[config.mk]
export PLATFORM = sky130hd
export DESIGN_NAME = port_m_p_io_control
export DESIGN_NICKNAME = d
export VERILOG_FILES = /design/src/logic/port_m_p_pkg.sv /design/src/logic/pad_control.sv /design/src/logic/pin_sync.sv /design/src/logic/port_m_p_io_control.sv
export SDC_FILE = /design/constraint.sdc
export NUM_CORES = 1
export LEC_CHECK = 0
export BUFFER_PORTS_ARGS = -buffer_cell sky130_fd_sc_hd__clkbuf_2
export CELL_PAD_IN_SITES_DETAIL_PLACEMENT = 1
export CELL_PAD_IN_SITES_GLOBAL_PLACEMENT = 1
export CORE_ASPECT_RATIO = 0.9
export CORE_MARGIN = 2
export CORE_UTILIZATION = 37
export DETAILED_ROUTE_END_ITERATION = 10
export PLACE_DENSITY = 0.87
export SYNTH_ARGS = -nofsm -noshare
export SYNTH_HDL_FRONTEND = slang
export SYNTH_SLANG_ARGS = --single-unit
[constraint.sdc]
create_clock -name pclk -period 1.7 [get_ports pclk]
set_input_delay 0 -clock pclk [delete_from_list [all_inputs] [get_ports pclk]]
set_output_delay 0 -clock pclk [all_outputs]
set_load 0.005 [all_outputs]
[src/logic/port_m_p_pkg.sv]
package port_m_p_pkg;

  // ************************************************************
  // register offsets (printed offsets are not all multiples of four: index x4)
  // ************************************************************
  localparam logic [7:0] IDX_M_PULL_ENABLE = 8'h14;
  localparam logic [7:0] IDX_M_PULL_POLARITY = 8'h15;
  localparam logic [7:0] IDX_M_OPEN_DRAIN_MODE = 8'h16;
  localparam logic [7:0] IDX_P_DATA_LATCH = 8'h18;
  localparam logic [7:0] IDX_P_PIN_LEVELS = 8'h19;
  localparam logic [7:0] IDX_P_DIRECTION = 8'h1A;
  localparam logic [7:0] IDX_P_DRIVE_STRENGTH = 8'h1B;
  // port M pin-side controls that no printed register holds
  localparam logic [7:0] IDX_M_DATA = 8'h20;
  localparam logic [7:0] IDX_M_DIRECTION = 8'h21;

  localparam int M_WIDTH = 6;
  localparam int P_WIDTH = 8;

  // ************************************************************
  // reset values
  // ************************************************************
  localparam logic [5:0] RST_M_PULL_ENABLE = 6'h3F;
  localparam logic [5:0] RST_M_PULL_POLARITY = 6'h00;
  localparam logic [5:0] RST_M_OPEN_DRAIN = 6'h00;
  localparam logic [5:0] RST_M_DATA = 6'h00;
  localparam logic [5:0] RST_M_DIRECTION = 6'h00;
  localparam logic [7:0] RST_P_DATA = 8'h00;
  localparam logic [7:0] RST_P_DIRECTION = 8'h00;
  localparam logic [7:0] RST_P_DRIVE = 8'h00;

  // ************************************************************
  // synchroniser depth on pin inputs
  // ************************************************************
  localparam int SYNC_STAGES = 2;

endpackage : port_m_p_pkg

[src/logic/pad_control.sv]
`timescale 1ns/100ps
module pad_control #(
  parameter int WIDTH = 6
) (
  input wire logic pclk,
  input wire logic presetn,
  input wire logic [WIDTH-1:0] data,
  input wire logic [WIDTH-1:0] direction,
  input wire logic [WIDTH-1:0] open_drain,
  input wire logic [WIDTH-1:0] pull_enable,
  input wire logic [WIDTH-1:0] pull_polarity,
  output logic [WIDTH-1:0] pad_out,
  output logic [WIDTH-1:0] pad_oe,
  output logic [WIDTH-1:0] pull_up_en,
  output logic [WIDTH-1:0] pull_down_en
);

  logic [WIDTH-1:0] od_eff;
  logic [WIDTH-1:0] pull_ok;

  // ************************************************************
  // per-pin drive and pull selection
  // ************************************************************
  assign od_eff = open_drain & direction;
  assign pull_ok = pull_enable & (~direction | od_eff);

  always_ff @(posedge pclk or negedge presetn)
  begin
    if (!presetn)
    begin
      pad_out <= '0;
      pad_oe <= '0;
      pull_up_en <= '0;
      pull_down_en <= '0;
    end
    else
    begin
      pad_out <= data & ~od_eff;
      pad_oe <= direction & ~(od_eff & data);
      pull_up_en <= pull_ok & ~pull_polarity;
      pull_down_en <= pull_ok & pull_polarity;
    end
  end

endmodule : pad_control

[src/logic/pin_sync.sv]
`timescale 1ns/100ps
module pin_sync #(
  parameter int WIDTH = 8
) (
  input wire logic pclk,
  input wire logic presetn,
  input wire logic [WIDTH-1:0] async_in,
  output logic [WIDTH-1:0] sync_out
);

  logic [WIDTH-1:0] meta_q;

  // two flops; the first is read only by the second
  always_ff @(posedge pclk or negedge presetn)
  begin
    if (!presetn)
    begin
      meta_q <= '0;
      sync_out <= '0;
    end
    else
    begin
      meta_q <= async_in;
      sync_out <= meta_q;
    end
  end

endmodule : pin_sync

[src/logic/port_m_p_io_control.sv]
// Design decision made here: register access over APB.
`timescale 1ns/100ps
module port_m_p_io_control #(
  parameter int M_PINS = 6,
  parameter int P_PINS = 8
) (
  input wire logic pclk,
  input wire logic presetn,
  input wire logic psel,
  input wire logic penable,
  input wire logic pwrite,
  input wire logic [11:0] paddr,
  input wire logic [31:0] pwdata,
  input wire logic [3:0] pstrb,
  output logic [31:0] prdata,
  output logic pready,
  output logic pslverr,
  input wire logic [M_PINS-1:0] port_m_pad_in,
  output logic [M_PINS-1:0] port_m_pad_out,
  output logic [M_PINS-1:0] port_m_pad_oe,
  output logic [M_PINS-1:0] port_m_pull_up_en,
  output logic [M_PINS-1:0] port_m_pull_down_en,
  input wire logic [P_PINS-1:0] port_p_pad_in,
  output logic [P_PINS-1:0] port_p_pad_out,
  output logic [P_PINS-1:0] port_p_pad_oe,
  output logic [P_PINS-1:0] port_p_reduced_drive
);

  // ************************************************************
  // elaboration checks
  // ************************************************************
  if (M_PINS != port_m_p_pkg::M_WIDTH || P_PINS != port_m_p_pkg::P_WIDTH)
  begin : g_width_check
    $error("port widths must match the register layout");
  end

  // ************************************************************
  // register state
  // ************************************************************
  logic [5:0] m_pull_enable_q;
  logic [5:0] m_pull_polarity_q;
  logic [5:0] m_open_drain_q;
  logic [5:0] m_data_q;
  logic [5:0] m_direction_q;
  logic [7:0] p_data_q;
  logic [7:0] p_direction_q;
  logic [7:0] p_drive_q;
  logic [7:0] p_pin_sync;
  logic [5:0] m_pin_sync;
  logic [7:0] p_out_d;
  logic [7:0] p_oe_d;

  // ************************************************************
  // apb decode
  // ************************************************************
  logic access;
  logic wr;
  logic lane0;
  logic aligned;
  logic [7:0] idx;
  logic mapped;
  logic [31:0] rdata_d;

  assign access = psel & penable & ~pready;
  assign wr = access & pwrite;
  assign lane0 = pstrb[0];
  assign aligned = (paddr[1:0] == 2'h0);
  assign idx = {2'h0, paddr[7:2]};

  always_comb
  begin
    mapped = aligned && (paddr[11:8] == 4'h0);
    rdata_d = 32'h0000_0000;
    case (idx)
      port_m_p_pkg::IDX_M_PULL_ENABLE: rdata_d[5:0] = m_pull_enable_q;
      port_m_p_pkg::IDX_M_PULL_POLARITY: rdata_d[5:0] = m_pull_polarity_q;
      port_m_p_pkg::IDX_M_OPEN_DRAIN_MODE: rdata_d[5:0] = m_open_drain_q;
      port_m_p_pkg::IDX_M_DATA: rdata_d[5:0] = (m_direction_q & m_data_q) | (~m_direction_q & m_pin_sync);
      port_m_p_pkg::IDX_M_DIRECTION: rdata_d[5:0] = m_direction_q;
      // latch for outputs, synchronised pin level for inputs
      port_m_p_pkg::IDX_P_DATA_LATCH: rdata_d[7:0] = (p_direction_q & p_data_q) | (~p_direction_q & p_pin_sync);
      port_m_p_pkg::IDX_P_PIN_LEVELS: rdata_d[7:0] = p_pin_sync;
      port_m_p_pkg::IDX_P_DIRECTION: rdata_d[7:0] = p_direction_q;
      port_m_p_pkg::IDX_P_DRIVE_STRENGTH: rdata_d[7:0] = p_drive_q;
      default: mapped = 1'b0;
    endcase
    if (!aligned)
    begin
      mapped = 1'b0;
    end
  end

  // one wait state: pready pulses in the second access cycle
  always_ff @(posedge pclk or negedge presetn)
  begin
    if (!presetn)
    begin
      pready <= 1'b0;
      pslverr <= 1'b0;
      prdata <= 32'h0000_0000;
    end
    else
    begin
      pready <= access;
      pslverr <= access & ~mapped;
      if (access && !pwrite && mapped)
      begin
        prdata <= rdata_d;
      end
      else
      begin
        prdata <= 32'h0000_0000;
      end
    end
  end

  // ************************************************************
  // port M control registers
  // ************************************************************
  always_ff @(posedge pclk or negedge presetn)
  begin
    if (!presetn)
    begin
      m_pull_enable_q <= port_m_p_pkg::RST_M_PULL_ENABLE;
      m_pull_polarity_q <= port_m_p_pkg::RST_M_PULL_POLARITY;
      m_open_drain_q <= port_m_p_pkg::RST_M_OPEN_DRAIN;
      m_data_q <= port_m_p_pkg::RST_M_DATA;
      m_direction_q <= port_m_p_pkg::RST_M_DIRECTION;
    end
    // refused addresses (upper page, misaligned) must not alias onto a register
    else if (wr && lane0 && mapped)
    begin
      case (idx)
        port_m_p_pkg::IDX_M_PULL_ENABLE: m_pull_enable_q <= pwdata[5:0];
        port_m_p_pkg::IDX_M_PULL_POLARITY: m_pull_polarity_q <= pwdata[5:0];
        port_m_p_pkg::IDX_M_OPEN_DRAIN_MODE: m_open_drain_q <= pwdata[5:0];
        port_m_p_pkg::IDX_M_DATA: m_data_q <= pwdata[5:0];
        port_m_p_pkg::IDX_M_DIRECTION: m_direction_q <= pwdata[5:0];
        default: ;
      endcase
    end
  end

  // ************************************************************
  // port P control registers
  // ************************************************************
  always_ff @(posedge pclk or negedge presetn)
  begin
    if (!presetn)
    begin
      p_data_q <= port_m_p_pkg::RST_P_DATA;
      p_direction_q <= port_m_p_pkg::RST_P_DIRECTION;
      p_drive_q <= port_m_p_pkg::RST_P_DRIVE;
    end
    else if (wr && lane0 && mapped)
    begin
      case (idx)
        port_m_p_pkg::IDX_P_DATA_LATCH: p_data_q <= pwdata[7:0];
        port_m_p_pkg::IDX_P_DIRECTION: p_direction_q <= pwdata[7:0];
        port_m_p_pkg::IDX_P_DRIVE_STRENGTH: p_drive_q <= pwdata[7:0];
        // pin level register has no storage; writes fall through
        port_m_p_pkg::IDX_P_PIN_LEVELS: ;
        default: ;
      endcase
    end
  end

  // ************************************************************
  // pin input synchronisers
  // ************************************************************
  pin_sync #(
    .WIDTH(P_PINS)
  ) u_sync_p (
    .pclk(pclk),
    .presetn(presetn),
    .async_in(port_p_pad_in),
    .sync_out(p_pin_sync)
  );

  pin_sync #(
    .WIDTH(M_PINS)
  ) u_sync_m (
    .pclk(pclk),
    .presetn(presetn),
    .async_in(port_m_pad_in),
    .sync_out(m_pin_sync)
  );

  // ************************************************************
  // port M pad drive
  // ************************************************************
  pad_control #(
    .WIDTH(M_PINS)
  ) u_pad_m (
    .pclk(pclk),
    .presetn(presetn),
    .data(m_data_q),
    .direction(m_direction_q),
    .open_drain(m_open_drain_q),
    .pull_enable(m_pull_enable_q),
    .pull_polarity(m_pull_polarity_q),
    .pad_out(port_m_pad_out),
    .pad_oe(port_m_pad_oe),
    .pull_up_en(port_m_pull_up_en),
    .pull_down_en(port_m_pull_down_en)
  );

  // ************************************************************
  // port P pad drive
  // ************************************************************
  assign p_out_d = p_data_q;
  assign p_oe_d = p_direction_q;

  always_ff @(posedge pclk or negedge presetn)
  begin
    if (!presetn)
    begin
      port_p_pad_out <= port_m_p_pkg::RST_P_DATA;
      port_p_pad_oe <= port_m_p_pkg::RST_P_DIRECTION;
      port_p_reduced_drive <= port_m_p_pkg::RST_P_DRIVE;
    end
    else
    begin
      port_p_pad_out <= p_out_d;
      port_p_pad_oe <= p_oe_d;
      port_p_reduced_drive <= p_drive_q & p_direction_q;
    end
  end

endmodule : port_m_p_io_control

; ---- Word level (Yosys, flattened, before mapping)
; Cells that the tools add are included.
[totals]
ff_bits = 164
word_cells = 79
[classes]
n_mux = 5
reduce_logical = 17
n_bitwise = 26
n_eq_ne = 9
[ops]
columns = cell, n
row1 = bitwise AND 6 bit, 9
row2 = one-hot mux 6 bit (9 select lines), 1
row3 = equality test 6 x 5 -> 1 bit (second input constant), 7
row4 = bitwise AND 8 bit, 3
row5 = NOT 6 bit, 4
row6 = AND reduction 2 bit, 8
row7 = equality test 6 bit (second input constant), 2
row8 = OR 6 bit, 2
row9 = OR reduction 9 bit, 1
row10 = 2-to-1 mux 8 bit, 1
row11 = NOT 8 bit, 1
row12 = OR 8 bit, 1
row13 = one-hot mux 2 bit (4 select lines), 1
row14 = logical AND 1 bit, 5
row15 = bitwise AND 1 bit, 4
row16 = zero test 4 bit, 1
row17 = zero test 2 bit, 1
row18 = 2-to-1 mux 1 bit, 2
row19 = NOT 1 bit, 2
row20 = zero test 1 bit, 1

; ---- Longest topological paths before layout
; Gate-level depths: netlist of the first run.
[logic_depth]
word_depth = 6
ltp_mapped = 6
ltp_nobuf = 4

; ---- Cells and area by module
; From an unflattened synthesis of the first run, not the netlist that was laid out.
[hier_totals]
hier_cells = 401
area_unflattened_um2 = 5475.3
[modules_own_cells]
columns = module, cells_per_inst, area_per_inst_um2, instances
row1 = port_m_p_io_control, 318, 3943.8, 1
row2 = pad_control, 55, 830.8, 1
row3 = pin_sync at u_sync_p, 16, 400.4, 1
row4 = pin_sync at u_sync_m, 12, 300.3, 1

; ---- Worst setup path after synthesis of the first run
; No wires, ideal clock.
[synth_timing]
path_type = reg-to-reg
start = register pready
end = register p_drive_q[0]
synth_period_minus_slack_ns = 1.897
arrival_time_ns = 1.772
path_slack_ns = -0.197
path_stages_with_launch = 6
cell_sequence = dfrtp_1 > nand3b_1 > nor4_4 > and4_1 > buf_2 > mux2_2
[synth_between]
elab_chain_len = 6
[synth_rtl]
columns = element, line_no
row1 = "start, declared", port_m_p_io_control.sv:16  ; output logic pready,
row2 = "start signal, assigned", port_m_p_io_control.sv:104  ; pready <= access;
row3 = NOT 1 bit, port_m_p_io_control.sv:64  ; assign access = psel & penable & ~pready;
row4 = bitwise AND 1 bit, port_m_p_io_control.sv:64
row5 = bitwise AND 1 bit, port_m_p_io_control.sv:65  ; assign wr = access & pwrite;
row6 = logical AND 1 bit (2 in series), port_m_p_io_control.sv:155  ; else if (wr && lane0 && mapped)
row7 = AND reduction 2 bit (no line), -
row8 = "end signal, assigned", port_m_p_io_control.sv:153  ; p_drive_q <= port_m_p_pkg::RST_P_DRIVE;
row9 = "end signal, assigned", port_m_p_io_control.sv:160  ; port_m_p_pkg::IDX_P_DRIVE_STRENGTH: p_drive_q <= pwdata[7:0];
row10 = "end, declared", port_m_p_io_control.sv:47  ; logic [7:0] p_drive_q;
; Every way passes these cells.
; A chain may end at the register's enable or synchronous reset.

; ---- Worst setup path in the final report of the first run
[layout_timing]
start = register pready
end = register p_direction_q[0]
[layout_between]
elab_chain_len = 6
[layout_rtl]
columns = element, line_no
row1 = NOT 1 bit, port_m_p_io_control.sv:64
row2 = bitwise AND 1 bit, port_m_p_io_control.sv:64
row3 = bitwise AND 1 bit, port_m_p_io_control.sv:65
row4 = logical AND 1 bit (2 in series), port_m_p_io_control.sv:155
row5 = AND reduction 2 bit (no line), -
row6 = "end signal, assigned", port_m_p_io_control.sv:152  ; p_direction_q <= port_m_p_pkg::RST_P_DIRECTION;
row7 = "end signal, assigned", port_m_p_io_control.sv:159  ; port_m_p_pkg::IDX_P_DIRECTION: p_direction_q <= pwdata[7:0];
row8 = "end, declared", port_m_p_io_control.sv:46  ; logic [7:0] p_direction_q;
; Every way passes these cells.

==> results of run 1 <==
-- cell usage in the layout (no fill, tap or decap), types with 2 or more instances in the layout --
cell type / count
dfrtp_1: 134
clkbuf_2: 96
mux2_2: 53
nor2_1: 27
conb_1: 24
dlygate4sd3_1: 24
buf_4: 18
o21ai_0: 17
clkbuf_16: 17
nand2_1: 14
inv_1: 13
mux2i_1: 12
a21oi_1: 10
nand2b_1: 9
and2_1: 8
a31oi_1: 7
nand3_1: 7
buf_6: 7
a21boi_0: 6
o2bb2ai_1: 6
clkbuf_8: 6
clkbuf_1: 6
dfstp_2: 6
nor4b_1: 5
a41oi_1: 5
nor3b_1: 3
a211oi_1: 3
nor2b_1: 3
nand3_2: 3
mux2_4: 3
nand3b_1: 2
nand2_2: 2
buf_12: 2
-- power breakdown --
group	internal (mW)	switching [mW]	total (mW)
Sequential	3.37	0.0150	3.39
Clock	2.23	1.29	3.52
Combinational	0.128	0.206	0.334
-- metrics by stage --
stage	worst slack [ps]	power, mW	std cells
after global routing	-54.52	7.474	764
final	11.22	7.241	764
after floorplan	-19.12	3.569	429
after CTS	15.35	7.291	763
after global placement	-103.2	3.706	708
after detailed placement	-176.9	3.726	708
-- metal layers --
layer	global-route usage	up-vias	share of wire
met2	0.3321	123	0.50
met4	0.07745	0	0.018
li1	-	1683	-
met5	0	-	0
met3	0.04891	22	0.045
met1	0.2428	1954	0.43
-- sequential cells by signal, summed over array words and instances, names as in the netlist, 8 cells and up --
name / flops
p_data_q: 8
u_sync_p.meta_q: 8
p_direction_q: 8
p_drive_q: 8
port_p_reduced_drive: 8
prdata: 8
port_p_pad_out: 8
port_p_pad_oe: 8
u_sync_p.sync_out: 8
-- logic make-up (layout without fill, tap and decap cells) --
logic type,Yosys count,in the layout
flops,140,140
mux,68,68
simple gates,92,92
other cells,1,24
buf+inv,48,190
compound gates,57,57
-- cell type report --
class | count | area [µm²]
Tap cell | 193 | 241.5
Multi-Input combinational cell | 241 | 1754
Fill cell | 1490 | 7068
Sequential cell | 140 | 3511
Clock buffer | 29 | 530.5
Inverter | 13 | 48.80
Clock inverter | 1 | 30.03
Timing Repair Buffer | 147 | 974.7
-- final timing paths --
check / startpoint / slack [ps] / to
max: pready$_DFF_PN0_ / 10 / p_direction_q[0]$_DFFE_PN0P_
min reg2reg: u_sync_m.meta_q[0]$_DFF_PN0_ / 350 / u_sync_m.sync_out[0]$_DFF_PN0_
max in group asynchronous: presetn / 320 / port_p_reduced_drive[2]$_DFF_PN0_
min: penable / 20 / pready$_DFF_PN0_
min in group asynchronous: presetn / 200 / p_drive_q[1]$_DFFE_PN0P_
max reg2reg: pready$_DFF_PN0_ / 10 / p_direction_q[0]$_DFFE_PN0P_
-- critical path: cells and delay by family (launching register included) --
family	cells	cell delay, ps
buf+inv	2	370
simple gates	3	550
flops	1	370
mux	1	280
-- what timing repair did --
action | in CTS | in global routing
hold buffers | 24 | 0
setup buffers | 1 | 1
endpoints found under the setup margin | 54 | 46
resized for setup | 4 | 11
hold endpoints to repair | 194 | 0
==> impl_metrics.csv, run 1 <==
group,metric,value,unit
final_layout,fin_nets,627,
timing,finalClockSkew,7.706,ps
final_layout,syn_to_final_growth,31.09,%
timing,min_period,1689,ps
power_and_ir_drop,peakVddDrop,0.7595,mV
clock_network,tritoncts,"yes",
yosys,yosysUniqueCellTypes,37,
power_and_ir_drop,power.density,1021,nW/µm²
critical_path,worstSetupPathType,"reg2reg",
timing,setup_tns,0,ps
drt,dr_total_vias,3782,
critical_path,crit_slowest_cell,"dfrtp_1",
floorplan,io_pins,149,
yosys,synth_edf_count,0,
yosys,synth_common_cells,"dfrtp_1, mux2_2, nor2_1",
floorplan,dieArea,15600,µm²
yosys,synth_top_area_cell,"dfrtp_1",
yosys,synth.top_cells.by_area,"dfrtp_1, mux2_2, buf_4, dfstp_2, mux2i_1",
timing,max_slew_margin,0.4072,
yosys,yosysSeqAreaShare,0.6491,
final_layout,final_util,0.5008,
global_routing,grt_max_degree,87,
hold_path,min_path_cells,4,
yosys,synth_top_family_by_area,"multiplexers",
floorplan,core,14160,µm²
placement,dpl_cell_area,6218,µm²
placement,place_congestion,0.7847,
global_routing,overflow,0,
yosys,synth_most_common_cell,"dfrtp_1",
power_and_ir_drop,p_leak,3.492,nW
critical_path,arrival,1990,ps
final_layout,layout-drive-gt1-share,0.3853,
timing,whs,17.61,ps
placement,portBuffers,97,
timing,fmax,592.1,MHz
yosys,synth_xor_area_frac,0,
global_routing,grt_pass1_vias,4299,
yosys,ys.flop_type,"dfrtp_1",
timing,rsz0062_at_grt,"yes",
clock_network,cts.clk_slew.worst_paths,50,ps
yosys,synth_compound_area_frac,0.06778,
floorplan,rows,41,
critical_path,cp_max_fo,8,
final_layout,num_antenna_cells,0,
drt,ant_nets,0,
global_routing,antenna_found_initial,0,
floorplan,initial_core_util,0.3820,
timing,period_share,0.9934,
drt,avgViaCountPerCell,4.950,
drt,drc,0,
yosys,synthAdderAreaFrac,0,
floorplan,die-width,131.5,µm
clock_network,h-tree-depth,4,
floorplan,fp.dieH,118.7,µm
yosys,synth-simple-area-share,0.09322,
clock_network,cts.sinks,140,
hold_path,hold_class,"in2reg",
critical_path,start_kind,"flip-flop",
clock_network,cts.path.max_buffers,2,
timing,hold_violations,0,
run_status,status,"finished clean",
yosys,netlist.area_leader.share,0.6199,
placement,dpl.hpwl,9834,µm
critical_path,required,2000,ps
run,drv_cap,0,
yosys,ys_async_sr_fraction,1.000,
yosys,synth_area_per_cell,13.32,µm²
timing,drv_slew,0,
clock_network,insertion_delay,420,ps
yosys,ys_warn_count,0,
critical_path,slowest_delay,370,ps
global_routing,grt_usage,0.1966,
clock_network,cts_buffers,17,
yosys,synth.ff_latch_count,140,
yosys,synth_cells,406,
clock_network,cts_root_buf,"clkbuf_16",
drt,first_pass_iters,4,
drt,drt_iter0_markers,224,
yosys,netlist_area,5409,µm²
critical_path,cp_common_cell,"buf_6",
timing,setup_violations,0,
critical_path,worstRegToRegCells,6,
yosys,synthMuxAreaShare,0.1388,
drt,avgRoutedWirePerCell,19.30,µm
drt,routed_wirelength,14740,µm
timing,tightest_slew,886.2,ps
critical_path,crit_chain,"nand3b_1 -> nor4_4 -> buf_6 -> nand3_1 -> buf_6 -> mux2_2",
global_routing,grt_pass1_wl,23270,µm
critical_path,crit_path_end_kind,"flip-flop",
final_layout,finish.instance_area,7091,µm²
Power figures use the tool's default switching activity.
==> run 2, diff against run 1 <==
- MAX_ROUTING_LAYER: default -> met4
==> impl_metrics.csv, run 2 (synthesized netlist as in run 1, its figures left out) <==
group,metric,value,unit
clock_network,tritoncts,"yes",
floorplan,core,14160,µm²
drt,routed_wirelength,14730,µm
placement,dpl.hpwl,9834,µm
global_routing,grt_pass1_wl,23310,µm
timing,fmax,591.0,MHz
floorplan,rows,41,
final_layout,seqCellArea,3511,µm²
clock_network,cts.clk_slew.worst_paths,50,ps
final_layout,finish.instance_area,7091,µm²
power_and_ir_drop,p_seq_frac,0.468,
drt,avgViaCountPerCell,4.975,
power_and_ir_drop,p_leak,3.492,nW
placement,pre_cts_slack,-176.9,ps
final_layout,fillCellCount,1490,
clock_network,h-tree-depth,4,
run,drv_cap,0,
drt,drt_iter0_markers,200,
clock_network,cts_root_buf,"clkbuf_16",
drt,avgRoutedWirePerCell,19.28,µm
global_routing,grt_max_degree,87,
final_layout,final_common_cell,"dfrtp_1",
power_and_ir_drop,p_comb_frac,0.046,
critical_path,crit_chain,"nand3b_1 -> nor4_4 -> and4_4 -> buf_12 -> mux2_2",
final_layout,num_antenna_cells,0,
timing,tightest_slew,887.5,ps
floorplan,io_pins,149,
final_layout,multi_input_area,1754,µm²
clock_network,cts.sinks,140,
timing,min_period,1692,ps
power_and_ir_drop,finalPower,7.244,mW
timing,max_slew_margin,0.4064,
global_routing,grt_pass1_vias,4288,
placement,dpl_cell_area,6218,µm²
run_status,status,"finished clean",
final_layout,final_cell_mix,"dfrtp_1, clkbuf_2, mux2_2, nor2_1",
critical_path,cp_num_buf_inv,1,
final_layout,fin_nets,627,
critical_path,arrival,2000,ps
timing,drv_slew,0,
global_routing,grt_usage,0.2025,
critical_path,crit_family,"simple AND/OR/NAND/NOR gates",
drt,ant_nets,0,
critical_path,worstSetupPathType,"reg2reg",
floorplan,fp.dieH,118.7,µm
global_routing,overflow,0,
timing,setup_violations,0,
power_and_ir_drop,switching_share,0.2086,
power_and_ir_drop,pwr-share-clk,0.486,
power_and_ir_drop,power.density,1022,nW/µm²
drt,dr_total_vias,3801,
clock_network,insertion_delay,420,ps
critical_path,crit_path_end_kind,"flip-flop",
timing,period_share,0.9952,
timing,worst_slack,8.085,ps
floorplan,dieArea,15600,µm²
power_and_ir_drop,intPower,5.732,mW
power_and_ir_drop,peakVddDrop,0.7714,mV
hold_path,hold_class,"in2reg",
timing,finalClockSkew,6.209,ps
timing,hold_violations,0,
clock_network,cts.path.max_buffers,2,
critical_path,slowest_delay,380,ps
floorplan,die-width,131.5,µm
critical_path,required,2010,ps
critical_path,start_kind,"flip-flop",
floorplan,initial_core_util,0.3820,
drt,drc,0,
final_layout,layout-drive-gt1-share,0.3853,
drt,first_pass_iters,4,
final_layout,syn_to_final_growth,31.09,%
placement,portBuffers,97,
placement,place_congestion,0.7957,
critical_path,cp_max_fo,8,
clock_network,cts_buffers,17,
global_routing,antenna_found_initial,0,
power_and_ir_drop,p_sw,1.511,mW
timing,rsz0062_at_grt,"yes",
critical_path,crit_slowest_cell,"dfrtp_1",
timing,setup_tns,0,ps
timing,whs,12.67,ps
run 2: cell counts in the layout (fill, tap and decap cells not counted):
Identical to the previous run, type by type.
run 2: cell type report:
type,instances,share of cell area
clock buffers,29,0.07482
clock inverters,1,0.004235
inverters,13,0.006882
multi-input cells,241,0.2474
flip-flops and latches,140,0.4951
well taps,193,0.03406
repair buffers,147,0.1375
run 2: per-layer routing:
metal  share of wire  wire length, µm  track usage  vias up
li1                -                -            -     1688
met1            0.43             6365       0.2456     1970
met2            0.50             7437       0.3298      119
met3           0.044              645      0.04848       24
met4           0.019              282      0.07745        0
met5               0                0            -        -
run 2: path summary, 6_finish.rpt:
| kind | start | to | slack [ps] | cells past startpoint |
|---|---|---|---|---|
| max | pready$_DFF_PN0_ | p_drive_q[3]$_DFFE_PN0P_ | 8 | 5 |
| min | penable | pready$_DFF_PN0_ | 10 | 4 |
| max reg2reg | pready$_DFF_PN0_ | p_drive_q[3]$_DFFE_PN0P_ | 8 | 5 |
| min reg2reg | u_sync_m.meta_q[0]$_DFF_PN0_ | u_sync_m.sync_out[0]$_DFF_PN0_ | 350 | 0 |
| max in group asynchronous | presetn | u_pad_m.pad_out[4]$_DFF_PN0_ | 320 | 3 |
| min in group asynchronous | presetn | p_data_q[4]$_DFFE_PN0P_ | 180 | 3 |
run 2: repair_timing:
| action | in CTS | in global routing |
|---|---|---|
| resized for setup | 4 | 11 |
| pin swaps | 0 | 0 |
| endpoints found under the hold margin | 194 | 0 |
| setup endpoints to repair | 54 | 46 |
| hold buffers | 24 | 0 |
| buffers inserted | 1 | 1 |
run 2: worst register-to-register path: stages, from the launching register on:
cell and delay [ps]:
dfrtp_1 380, nand3b_1 220, nor4_4 240, and4_4 290
buf_12 130, mux2_2 330
run 2: power by group through the flow:
| stage | Combinational [mW] | Sequential (mW) | Clock (mW) |
|---|---|---|---|
| floorplan | 0.129 | 3.44 | 0 |
| global placement | 0.263 | 3.44 | 0 |
| detailed placement | 0.281 | 3.45 | 0 |
| CTS | 0.330 | 3.39 | 3.57 |
| global route | 0.369 | 3.39 | 3.72 |
| finish | 0.335 | 3.39 | 3.52 |
run 2: stage by stage:
| stage | utilization | cells |
|---|---|---|
| 2_1_floorplan | - | 429 |
| 3_3_place_gp | 0.4392 | 708 |
| 3_5_place_dp | 0.4392 | 708 |
| 4_1_cts | 0.4972 | 763 |
| 5_1_grt | 0.5008 | 764 |
| 6_report | 0.5008 | 764 |
==> run 3, diff against run 2 <==
- CORE_ASPECT_RATIO: 0.9 -> default
==> impl_metrics.csv, run 3 (synthesized netlist as in run 1, its figures left out) <==
group,metric,value,unit
timing,period_share,1.022,
timing,hold_violations,0,
timing,setup_violations,28,
power_and_ir_drop,finalPower,7.595,mW
floorplan,die-width,124.9,µm
global_routing,overflow,0,
hold_path,hold_class,"in2reg",
timing,whs,14.40,ps
timing,drv_slew,0,
floorplan,initial_core_util,0.3750,
timing,min_period,1737,ps
final_layout,final_util,0.4913,
placement,portBuffers,97,
global_routing,grt_pass1_vias,4270,
clock_network,tritoncts,"yes",
placement,place_congestion,0.8238,
timing,finalClockSkew,10.20,ps
run,drv_cap,0,
clock_network,cts.path.max_buffers,2,
placement,dp.cells,698,
clock_network,cts.sinks,140,
final_layout,instances_no_fill,752,
clock_network,insertion_delay,420,ps
critical_path,arrival,2030,ps
critical_path,crit_path_end_kind,"flip-flop",
timing,fmax,575.7,MHz
power_and_ir_drop,p_leak,3.503,nW
run_status,failed_checks,"negative setup slack",
critical_path,cp_max_fo,7,
final_layout,final_common_cell,"dfrtp_1",
timing,tightest_slew,810.9,ps
hold_path,min_path_cells,2,
hold_path,min_to,"m_pull_enable_q[3]$_DFFE_PN1P_",
power_and_ir_drop,power.density,1072,nW/µm²
floorplan,dieArea,15600,µm²
timing,rsz0062_at_grt,"yes",
final_layout,fin_nets,622,
drt,drc,0,
final_layout,layout-drive-gt1-share,0.3961,
power_and_ir_drop,peakVddDrop,0.7795,mV
placement,pre_cts_slack,-209.0,ps
final_layout,num_antenna_cells,0,
global_routing,grt_pass1_wl,24800,µm
floorplan,rows,44,
critical_path,worstRegToRegCells,6,
drt,dr_total_vias,3834,
critical_path,rrSetupSlack,-40,ps
drt,ant_nets,0,
timing,max_slew_margin,0.4583,
clock_network,cts.clk_slew.worst_paths,60,ps
floorplan,io_pins,149,
drt,routed_wirelength,15770,µm
final_layout,fillCellCount,1517,
critical_path,start_kind,"flip-flop",
clock_network,h-tree-depth,4,
final_layout,final_cell_mix,"dfrtp_1, clkbuf_2, mux2_2, nor2_1, conb_1",
drt,avgViaCountPerCell,5.098,
final_layout,syn_to_final_growth,31.02,%
placement,dpl.hpwl,9805,µm
critical_path,worstSetupPathType,"reg2reg",
clock_network,cts_buffers,17,
hold_path,hp-start,"pwdata[3]",
floorplan,fp.dieH,124.9,µm
critical_path,timing.rr.end,"m_pull_polarity_q[1]$_DFFE_PN0P_",
timing,worst_slack,-37.16,ps
clock_network,cts_root_buf,"clkbuf_16",
global_routing,grt_usage,0.2165,
drt,avgRoutedWirePerCell,20.97,µm
critical_path,required,1990,ps
global_routing,antenna_found_initial,0,
drt,first_pass_iters,4,
critical_path,regToRegStartpoint,"pready$_DFF_PN0_",
drt,drt_iter0_markers,202,
floorplan,core,14420,µm²
global_routing,grt_max_degree,64,
run_status,status,"complete, but fails checks",
[run 3: cell types whose count changed in the layout (fill, tap and decap cells not counted), moves of 2 or more]
cell | before | now
dlygate4sd3_1 | 24 | 20
bufinv_16 | 1 | 4
clkbuf_1 | 6 | 2
clkinv_2 | 0 | 5
clkinv_4 | 0 | 2
clkbuf_8 | 6 | 1
[run 3: report_power, final]
part	leakage [nW]	internal (mW)	switching [mW]	total, mW
clock	0.304	2.48	1.40	3.88
sequential	1.87	3.37	0.0159	3.39
combinational	1.33	0.122	0.205	0.327
[run 3: per-stage QoR]
step	instance area, µm²	setup TNS (ps)
global route	7087	-3290
floorplan	5510	-153.0
detailed placement	6200	-6758
finish	7087	-473.7
global placement	6200	-2314
CTS	7087	-509.3
[run 3: how the worst max path moves through the flow]
stage / end / slack (ps) / startpoint / cells past startpoint
3_5_place_dp: m_data_q[3]$_DFFE_PN0P_ / -210 / paddr[1] / 6
6_report: m_pull_polarity_q[1]$_DFFE_PN0P_ / -40 / pready$_DFF_PN0_ / 6
4_1_cts: p_drive_q[7]$_DFFE_PN0P_ / -40 / pready$_DFF_PN0_ / 5
2_1_floorplan: p_drive_q[0]$_DFFE_PN0P_ / -20 / pready$_DFF_PN0_ / 5
5_1_grt: p_data_q[5]$_DFFE_PN0P_ / -100 / pready$_DFF_PN0_ / 6
3_3_place_gp: m_data_q[4]$_DFFE_PN0P_ / -100 / paddr[1] / 6
[run 3: cell type report]
type,instances,area [µm²],area share
tap,184,230.2,0.03249
multi-input combinational,241,1753,0.2474
inverter,13,48.80,0.006886
clock inverter,12,170.2,0.02401
timing repair buffer,142,927.1,0.1308
sequential,140,3511,0.4954
clock buffer,20,446.7,0.06303
[run 3: metal layers]
metal / global-route usage / routed length, µm / vias up / share of wire
li1: - / - / 1670 / -
met3: 0.04682 / 796 / 42 / 0.050
met5: - / 0 / - / 0
met4: 0.1007 / 569 / 0 / 0.036
met2: 0.3552 / 8029 / 170 / 0.51
met1: 0.2561 / 6379 / 1952 / 0.40
[run 3: timing repair]
item / in CTS / in global routing
hold endpoints to repair: 101 / 0
hold buffers: 20 / 0
pin swaps: 0 / 0
resized for setup: 14 / 0
setup endpoints to repair: 54 / 51
setup buffers: 2 / 0
[run 3: critical path: stages, from the launching register on]
cell and delay (ps):
dfrtp_1 370, nand3b_1 230, nor4_4 240, buf_6 190
nand3_2 90, buf_6 190, mux2_2 290
